### config.mk
export PLATFORM = sky130hd
export DESIGN_NAME = ce_engine
export DESIGN_NICKNAME = d
export VERILOG_FILES = /design/src/ce_pkg.sv /design/src/ce_crc_fold.sv /design/src/ce_engine.sv
export VERILOG_INCLUDE_DIRS = /design/src /design/src/src
export SDC_FILE = /design/constraint.sdc
export NUM_CORES = 2
export LEC_CHECK = 0
export ABC_AREA = 1
export BUFFER_PORTS_ARGS = -buffer_cell sky130_fd_sc_hd__buf_2
export CORE_AREA = 2 2 288 290
export DETAILED_ROUTE_END_ITERATION = 10
export DIE_AREA = 0 0 290 292
export PLACE_DENSITY_LB_ADDON = 0.08
export SKIP_CTS_REPAIR_TIMING = 1
export SLEW_MARGIN = 20
export SYNTH_ARGS = -nofsm -noshare
export SYNTH_HDL_FRONTEND = slang
export SYNTH_SLANG_ARGS = --single-unit
### constraint.sdc
create_clock -name clk -period 20.9 [get_ports clk]
set_input_delay 3.135 -clock clk [delete_from_list [all_inputs] [get_ports clk]]
set_output_delay 3.135 -clock clk [all_outputs]
set_load 0.05 [all_outputs]
### src/ce_map.svh
// Register offsets, field positions, reset values and polynomials of the CRC engine.
// Assumes a byte-addressed register window with one aligned 32-bit word per register.
`ifndef CE_MAP_SVH
`define CE_MAP_SVH

`define CE_AW 12
`define CE_OFF_CTL 12'h000
`define CE_OFF_SRC 12'h004
`define CE_OFF_BCNT 12'h00C
`define CE_OFF_CUR 12'h014
`define CE_OFF_REM 12'h01C
`define CE_OFF_FLAG 12'h024
`define CE_OFF_WDATA 12'h080
`define CE_OFF_SEED 12'h084
`define CE_OFF_SUM 12'h088

`define CE_F_MODE 31:30
`define CE_F_WLEN 29:28
`define CE_F_RINV 27
`define CE_F_IINV 26
`define CE_F_RFLIP 25
`define CE_F_IFLIP 24
`define CE_F_TRIG 23
`define CE_F_RST 1
`define CE_F_EN 0
`define CE_F_CNT 15:0
`define CE_F_DONE 1
`define CE_F_BERR 0

`define CE_CTL_RST 32'h2000_0000
`define CE_SEED_RST 32'hFFFF_FFFF
`define CE_RST_CYCLES 2'h3
`define CE_WORD_BYTES 16'h0004

`define CE_POLY_CCITT 32'h1021_0000
`define CE_POLY_8 32'h0700_0000
`define CE_POLY_16 32'h8005_0000
`define CE_POLY_32 32'h04C1_1DB7

`endif

### src/ce_pkg.sv
// Types shared by the CRC engine and its fold unit.
// Assumes nothing of its surroundings.
package ce_pkg;

    typedef enum logic [1:0] {
        CE_IDLE = 2'b01,
        CE_READ = 2'b10
    } ce_state_e;

    typedef struct packed {
        logic [1:0] mode;
        logic [1:0] wlen;
        logic rinv;
        logic iinv;
        logic rflip;
        logic iflip;
        logic trig;
        logic rst;
        logic en;
    } ce_ctl_s;

    typedef struct packed {
        logic req;
        logic [31:0] addr;
    } ce_dma_req_s;

    typedef struct packed {
        logic ack;
        logic err;
        logic [31:0] rdata;
    } ce_dma_rsp_s;

    typedef struct packed {
        ce_state_e st;
        ce_ctl_s ctl;
        logic [31:0] src;
        logic [15:0] bcnt;
        logic [31:0] cur;
        logic [31:0] addr;
        logic [15:0] rem;
        logic done;
        logic berr;
        logic [31:0] wdata;
        logic [31:0] seed;
        logic [31:0] crc;
        logic [31:0] rdata;
        logic slverr;
        logic [1:0] rcnt;
    } ce_regs_s;

endpackage
### src/ce_crc_fold.sv
// Folds up to 32 data bits, most significant valid bit first, into a running CRC.
// Assumes the running value and polynomial are left aligned in 32 bits.
`timescale 1ns/1ps
`include "ce_map.svh"

module ce_crc_fold (
    // Running value and data.
    input wire logic [31:0] crc_in,
    input wire logic [31:0] data,
    input wire logic [5:0] nbits,
    // Polynomial choice.
    input wire logic [1:0] mode,
    // Folded value.
    output logic [31:0] crc_out
);
    import ce_pkg::*;

    logic [31:0] poly;

    always_comb begin
        case (mode)
            2'b00: poly = `CE_POLY_CCITT;
            2'b01: poly = `CE_POLY_8;
            2'b10: poly = `CE_POLY_16;
            default: poly = `CE_POLY_32;
        endcase
    end

    always_comb begin
        logic [31:0] c;
        logic fb;
        c = crc_in;
        fb = 1'b0;
        for (int i = 0; i < 32; i++) begin
            if (i < int'(nbits)) begin
                fb = c[31] ^ data[5'(int'(nbits) - 1 - i)];
                c = {c[30:0], 1'b0} ^ (fb ? poly : 32'h0);
            end
        end
        crc_out = c;
    end

endmodule // ce_crc_fold

### src/ce_engine.sv
// CRC engine with programmed-I/O input and a memory-reading feed, APB register slave.
// Assumes one clock, a same-clock memory port and software that programs aligned addresses.
//
// Operation
// Bits 31:30 pick CCITT, 8-bit, 16-bit or 32-bit polynomial.
// In programmed-I/O mode bits 29:28 give input width 8, 16 or 32.
// Narrow widths use only the low 8 or 16 bits of the word.
// Bit 27 presents the ones' complement of the checksum.
// Bit 26 complements each input word before folding.
// Bit 25 reverses the bit order of the whole checksum.
// Bit 24 reverses bits within each input byte, bytes keep place.
// Bit 23 starts a feed transfer and clears itself when done.
// Software writes no input data while the feed trigger is set.
// A bus error stops feed transfers; software resets before retriggering.
// Bit 1 resets engine state, keeps control, clears itself shortly.
// Engine reset reloads the seed into the running CRC.
// Bit 0 enables the engine; it calculates only while set.
// Enable cleared mid-transfer: finish, keep trigger, raise no done flag; the code clears the trigger when the transfer ends.
// Engine reset aborts a feed transfer at once.
// Feed start address comes from a 32-bit word-aligned register.
// Feed length in bytes comes from bits 15:0 of byte count.
// A finished feed sets a done flag, cleared by writing one.
// A bus error sets an error flag, stops, returns to idle.
// Seed register sets the starting CRC, all ones after reset.
// Address of the latest feed read is readable.
// Each accepted word is folded and the transformed checksum is readable.
// Feed advances one word per fetch, counts bytes down, ends at zero.
`timescale 1ns/1ps
`include "ce_map.svh"

module ce_engine (
    // Clock and reset.
    input wire logic clk,
    input wire logic srst,
    // APB slave.
    input wire logic psel,
    input wire logic penable,
    input wire logic pwrite,
    input wire logic [`CE_AW-1:0] paddr,
    input wire logic [31:0] pwdata,
    output logic [31:0] prdata,
    output logic pready,
    output logic pslverr,
    // Memory read port of the feed.
    output ce_pkg::ce_dma_req_s feed_req,
    input wire ce_pkg::ce_dma_rsp_s feed_rsp
);
    import ce_pkg::*;

    ce_regs_s r;
    ce_regs_s next_r;
    logic fold_go;
    logic [31:0] fold_data;
    logic [5:0] fold_bits;
    logic [31:0] fold_out;

    function automatic logic [4:0] align_shift(input logic [1:0] mode);
        case (mode)
            2'b01: align_shift = 5'h18;
            2'b11: align_shift = 5'h00;
            default: align_shift = 5'h10;
        endcase
    endfunction

    function automatic logic [31:0] in_xform(input logic [31:0] d, input ce_ctl_s c);
        logic [31:0] x;
        logic [31:0] y;
        x = c.iinv ? ~d : d;
        y = x;
        if (c.iflip) begin
            for (int b = 0; b < 4; b++) begin
                for (int k = 0; k < 8; k++) begin
                    y[b * 8 + k] = x[b * 8 + 7 - k];
                end
            end
        end
        in_xform = y;
    endfunction

    function automatic logic [31:0] sum_view(input logic [31:0] crc, input ce_ctl_s c);
        logic [4:0] sh;
        logic [31:0] v;
        logic [31:0] rv;
        sh = align_shift(c.mode);
        v = crc >> sh;
        for (int k = 0; k < 32; k++) begin
            rv[k] = crc[k];
        end
        for (int k = 0; k < 32; k++) begin
            rv[k] = v[31 - k];
        end
        if (c.rflip) begin
            v = rv >> sh;
        end
        if (c.rinv) begin
            v = v ^ (32'hFFFF_FFFF >> sh);
        end
        sum_view = v;
    endfunction

    function automatic logic [5:0] pio_bits(input logic [1:0] wlen);
        case (wlen)
            2'b00: pio_bits = 6'h08;
            2'b01: pio_bits = 6'h10;
            default: pio_bits = 6'h20;
        endcase
    endfunction

    ce_crc_fold u_fold (
        .crc_in(r.crc),
        .data(fold_data),
        .nbits(fold_bits),
        .mode(r.ctl.mode),
        .crc_out(fold_out)
    );

    always_comb begin
        logic wr;
        logic setup;
        logic [15:0] take;
        logic [31:0] rd;
        wr = psel && penable && pwrite;
        setup = psel && !penable;
        take = 16'h0;
        rd = 32'h0;
        next_r = r;
        fold_go = 1'b0;
        fold_data = 32'h0;
        fold_bits = 6'h00;

        // Register reads are staged in the setup phase and shown in the access phase.
        if (setup) begin
            next_r.slverr = 1'b0;
            case (paddr)
                `CE_OFF_CTL: rd = {r.ctl.mode, r.ctl.wlen, r.ctl.rinv, r.ctl.iinv,
                    r.ctl.rflip, r.ctl.iflip, r.ctl.trig, 21'h0, r.ctl.rst, r.ctl.en};
                `CE_OFF_SRC: rd = r.src;
                `CE_OFF_BCNT: rd = {16'h0, r.bcnt};
                `CE_OFF_CUR: rd = r.cur;
                `CE_OFF_REM: rd = {16'h0, r.rem};
                `CE_OFF_FLAG: rd = {30'h0, r.done, r.berr};
                `CE_OFF_WDATA: rd = r.wdata;
                `CE_OFF_SEED: rd = r.seed;
                `CE_OFF_SUM: rd = sum_view(r.crc, r.ctl);
                default: next_r.slverr = 1'b1;
            endcase
            next_r.rdata = rd;
        end

        // Register writes.
        if (wr) begin
            case (paddr)
                `CE_OFF_CTL: begin
                    next_r.ctl.mode = pwdata[`CE_F_MODE];
                    next_r.ctl.wlen = pwdata[`CE_F_WLEN];
                    next_r.ctl.rinv = pwdata[`CE_F_RINV];
                    next_r.ctl.iinv = pwdata[`CE_F_IINV];
                    next_r.ctl.rflip = pwdata[`CE_F_RFLIP];
                    next_r.ctl.iflip = pwdata[`CE_F_IFLIP];
                    next_r.ctl.en = pwdata[`CE_F_EN];
                    if (pwdata[`CE_F_RST]) begin
                        next_r.ctl.rst = 1'b1;
                        next_r.rcnt = `CE_RST_CYCLES;
                    end else if (pwdata[`CE_F_TRIG] && pwdata[`CE_F_EN] && !r.ctl.rst
                            && r.st == CE_IDLE) begin
                        next_r.ctl.trig = 1'b1;
                        next_r.st = CE_READ;
                        next_r.addr = {r.src[31:2], 2'b00};
                        next_r.rem = r.bcnt;
                        next_r.crc = r.seed << align_shift(pwdata[`CE_F_MODE]);
                    end
                end
                `CE_OFF_SRC: next_r.src = pwdata;
                `CE_OFF_BCNT: next_r.bcnt = pwdata[`CE_F_CNT];
                `CE_OFF_SEED: next_r.seed = pwdata;
                `CE_OFF_FLAG: begin
                    if (pwdata[`CE_F_DONE]) begin
                        next_r.done = 1'b0;
                    end
                    if (pwdata[`CE_F_BERR]) begin
                        next_r.berr = 1'b0;
                    end
                end
                `CE_OFF_WDATA: begin
                    // Input words are taken only in programmed-I/O mode.
                    if (r.ctl.en && !r.ctl.trig && !r.ctl.rst) begin
                        fold_go = 1'b1;
                        fold_data = in_xform(pwdata, r.ctl);
                        fold_bits = pio_bits(r.ctl.wlen);
                        next_r.wdata = fold_data;
                    end
                end
                default: begin
                end
            endcase
        end

        // Feed sequencer.
        case (r.st)
            CE_IDLE: begin
            end
            CE_READ: begin
                if (r.rem == 16'h0) begin
                    next_r.st = CE_IDLE;
                    next_r.ctl.trig = 1'b0;
                    if (r.ctl.en) begin
                        next_r.done = 1'b1;
                    end
                end else if (feed_rsp.ack) begin
                    next_r.cur = r.addr;
                    if (feed_rsp.err) begin
                        next_r.berr = 1'b1;
                        next_r.ctl.trig = 1'b0;
                        next_r.st = CE_IDLE;
                    end else begin
                        take = (r.rem > `CE_WORD_BYTES) ? `CE_WORD_BYTES : r.rem;
                        fold_go = 1'b1;
                        fold_data = in_xform(feed_rsp.rdata, r.ctl);
                        fold_bits = 6'({take[2:0], 3'b000});
                        next_r.wdata = fold_data;
                        next_r.addr = r.addr + 32'h4;
                        next_r.rem = r.rem - take;
                    end
                end
            end
            default: begin
                next_r.st = CE_IDLE;
            end
        endcase

        if (fold_go) begin
            next_r.crc = fold_out;
        end

        // Engine reset wins over the feed state, trigger, remaining count, input word and running CRC.
        if (r.ctl.rst) begin
            next_r.st = CE_IDLE;
            next_r.ctl.trig = 1'b0;
            next_r.rem = 16'h0;
            next_r.wdata = 32'h0;
            next_r.crc = r.seed << align_shift(r.ctl.mode);
            next_r.rcnt = r.rcnt - 2'h1;
            if (r.rcnt == 2'h1) begin
                next_r.ctl.rst = 1'b0;
            end
        end
    end

    always_ff @(posedge clk) begin
        if (srst) begin
            r <= '0;
            r.st <= CE_IDLE;
            r.ctl.mode <= 2'(`CE_CTL_RST >> 30);
            r.ctl.wlen <= 2'(`CE_CTL_RST >> 28);
            r.seed <= `CE_SEED_RST;
        end else begin
            r <= next_r;
        end
    end

    assign pready = 1'b1;
    assign pslverr = psel && penable && r.slverr;
    assign prdata = r.rdata;
    assign feed_req.req = (r.st == CE_READ) && (r.rem != 16'h0) && !r.ctl.rst;
    assign feed_req.addr = r.addr;

    function automatic logic wr_any();
        wr_any = psel && penable && pwrite;
    endfunction
endmodule // ce_engine

==> flow_summary.ini <==
[global_route]
grt-ovfl-total = 0
track_usage_pct = 30.9
grt_pass1_vias = 28425
antenna_found_initial = 1
grt_pass1_wl_mm = 196
grt_max_degree = 114

[clock_network]
path_clk_slew_ns = 0.06
root_buffer = clkbuf_16
cts_made_buffers = 34
cts.sinks = 274
clockBufferDepth = 3
cts_tree = built
ctsHtreeMaxLevel = 2
clkLatencyLatePin_ns = 0.56

[final_layout]
final-instance-count-excl-fill = 5735
nets = 4730
area_growth_pct = 9.92
fin_util_pct = 38.3
layout_common_cells = nand2_1, inv_1, o21ai_0
final_layout_size_suffix_gt1_share_pct = 12.9
final_common_cell = nand2_1
antenna_cells = 0

[floorplanning]
coreArea_um2 = 81600
die_area_um2 = 84700
row_count = 105
ios = 150
start_util_pct = 34.8
die_w_um = 290
die_h_um = 292

[route]
ant_nets = 0
dr.first_iter.drc_count = 2631
vias_per_cell = 5.44
drt_wl_total_mm = 136
dr.pass1.iters = 6
drc = 0
vias = 31226
routedWlPerCell_um = 23.8

[power_and_ir_drop]
leakage_nw = 13.3
seqPwrFrac_pct = 43.6
p_per_area_nw_per_um2 = 38.3
ir_worst_vdd_uv = 63.5
internal-power_mw = 0.900
power_switching_mw = 0.297
switching_share_pct = 24.8
power.share.clock_pct = 51.2
combPwrFrac_pct = 5.2

[sta]
fin_setup_tns_ns = 0
fmax_ghz = 0.0521
hold_violations = 0
fin_crit_ns = 19.19
max_slew_margin_pct = 17.3
finalSetupViolCount = 0
final_max_slew_viol_count = 0
finClkSkew_ns = 0.0212
tightest_slew_ns = 1.22
fin_crit_sh_pct = 91.8

[synthesis]
yosysUniqueCellTypes = 68
netlist_area_um2 = 28400
synth_ff_type = dfxtp_1
synth-seq-cells = 274
ys_seq_area_share_pct = 19.3
synth_top_area_share_pct = 19.3
netlist_instances = 4662
yosysWarnings = 0
yosys.area.top_type = dfxtp_1
yosys-top-cells-area = dfxtp_1, nand2_1, xor2_1, o21ai_0, inv_1
synth_async_sr_flop_share_pct = 0
synth.avg_cell_area_um2 = 6.09
synth_edf_count = 0

[place]
place_inst = 5652
port_buffers = 148
gp_congestion = 0.978
hpwlAfterDp_mm = 106

[critical_path]
timing.rr.end = r[61]
worst_path_largest_cell_delay_ns = 0.39
crit_end = r[61]
worstSetupStartpointType = input port
worstRegToRegCells = 178
reg2reg_slack_ns = 3.10
critPathMostFrequentCell = nand2_1
crit_start = paddr[4]
critical_path_class = input port to flip-flop
crit_slowest_cell = o21ai_0
worst_ep_required_time_ns = 21.37
path_max_fanout = 11
arrival_ns = 19.67
end_kind = flip-flop
r2r_start = r[266]

[outcome]
status = complete, no violations

[worst_hold_path]
hp-class = flip-flop to flip-flop

[run]
max_cap_viol_count = 0
==> per-stage QoR <==
step	setup WS (ns)	area (um^2)	hold slack (ns)	total power, mW
after global placement	1.46	29500	0.442	0.595
after floorplan	4.40	28400	0.425	0.564
after CTS	1.60	30600	0.459	1.20
after detailed placement	1.07	29500	0.445	0.595
final	1.71	31200	0.462	1.20
after global routing	-0.0891	31200	0.476	1.23
==> synthesized netlist by cell type (5+ instances only) <==
| library cell | number |
|---|---|
| a21boi_0 | 5 |
| a21oi_1 | 354 |
| a221oi_1 | 22 |
| a22oi_1 | 12 |
| a311oi_1 | 9 |
| a31oi_1 | 16 |
| a32o_1 | 10 |
| a32oi_1 | 6 |
| buf_1 | 47 |
| buf_2 | 5 |
| buf_4 | 83 |
| buf_6 | 27 |
| clkbuf_1 | 156 |
| clkbuf_8 | 10 |
| clkinv_1 | 6 |
| dfxtp_1 | 274 |
| ha_1 | 5 |
| inv_1 | 479 |
| inv_2 | 5 |
| nand2_1 | 1062 |
| nand2_2 | 50 |
| nand3_1 | 299 |
| nand3_2 | 26 |
| nand3b_1 | 5 |
| nand4_1 | 47 |
| nor2_1 | 363 |
| nor2_2 | 16 |
| nor2_4 | 6 |
| nor3_1 | 26 |
| nor4_1 | 6 |
| o2111ai_1 | 8 |
| o211ai_1 | 93 |
| o21ai_0 | 431 |
| o21ai_1 | 24 |
| o21bai_1 | 7 |
| o221ai_1 | 15 |
| o22ai_1 | 38 |
| o311ai_0 | 8 |
| o31ai_1 | 9 |
| or2_2 | 59 |
| xnor2_1 | 194 |
| xor2_1 | 284 |
==> metal layers <==
layer / track usage, % / up-vias / routed length, um
met2: 51.9 / 1036 / 63500
met4: 14.8 / 0 / 7610
met1: 39.6 / 14775 / 58400
met5: 0 / - / 0
li1: - / 15176 / -
met3: 3.03 / 239 / 6770
==> final cells by class <==
class	count	area, um^2
Fill cell	9077	50400
Multi-Input combinational cell	3563	19600
Sequential cell	274	5490
Inverter	493	1880
Timing Repair Buffer	275	1760
Tap cell	1070	1340
Clock buffer	50	1010
Clock inverter	9	104
Timing Repair inverter	1	8.76
==> sequential cells by signal, summed over array words and instances, names as in the netlist <==
signal / cells
r: 210
prdata: 32
feed_req: 32
==> kinds of logic after synthesis <==
group / count (synthesis) / share of synthesized area, %
flip-flops: 274 / 19.3
AO/OA/AOI/OAI: 1090 / 21.9
XOR/XNOR: 478 / 14.7
buffers and inverters: 826 / 13.2
other: 1 / 0.0132
multiplexers: 3 / 0.106
adder cells (fa/ha/maj): 5 / 0.220
AND/OR/NAND/NOR: 1985 / 30.5
==> how the worst min path moves through the flow <==
| stage | endpoint | depth (start not counted) | slack, ns | from |
|---|---|---|---|---|
| floorplan | r[200] | 2 | 0.42 | r[200] |
| global placement | r[95] | 2 | 0.44 | r[95] |
| detailed placement | r[80] | 2 | 0.44 | r[80] |
| CTS | r[80] | 2 | 0.46 | r[80] |
| global route | prdata[17] | 2 | 0.48 | prdata[17] |
| finish | feed_req[0] | 2 | 0.46 | feed_req[0] |
==> power groups by stage <==
stage / Sequential, mW / Combinational, mW / Clock (mW)
final: 0.523 / 0.0623 / 0.612
after floorplan: 0.534 / 0.0301 / 0
after global routing: 0.522 / 0.0663 / 0.642
after detailed placement: 0.534 / 0.0604 / 0
after CTS: 0.523 / 0.0607 / 0.620
after global placement: 0.534 / 0.0604 / 0
==> critical path, delay by kind of cell <==
family / cells / cell delay (ns)
and+or+nand+nor: 162 / 14.61
AOI/OAI and AO/OA: 4 / 1.16
buffers and inverters: 4 / 0.53
xor gates and xnor gates: 1 / 0.20
(Power assumes the default switching activity.)
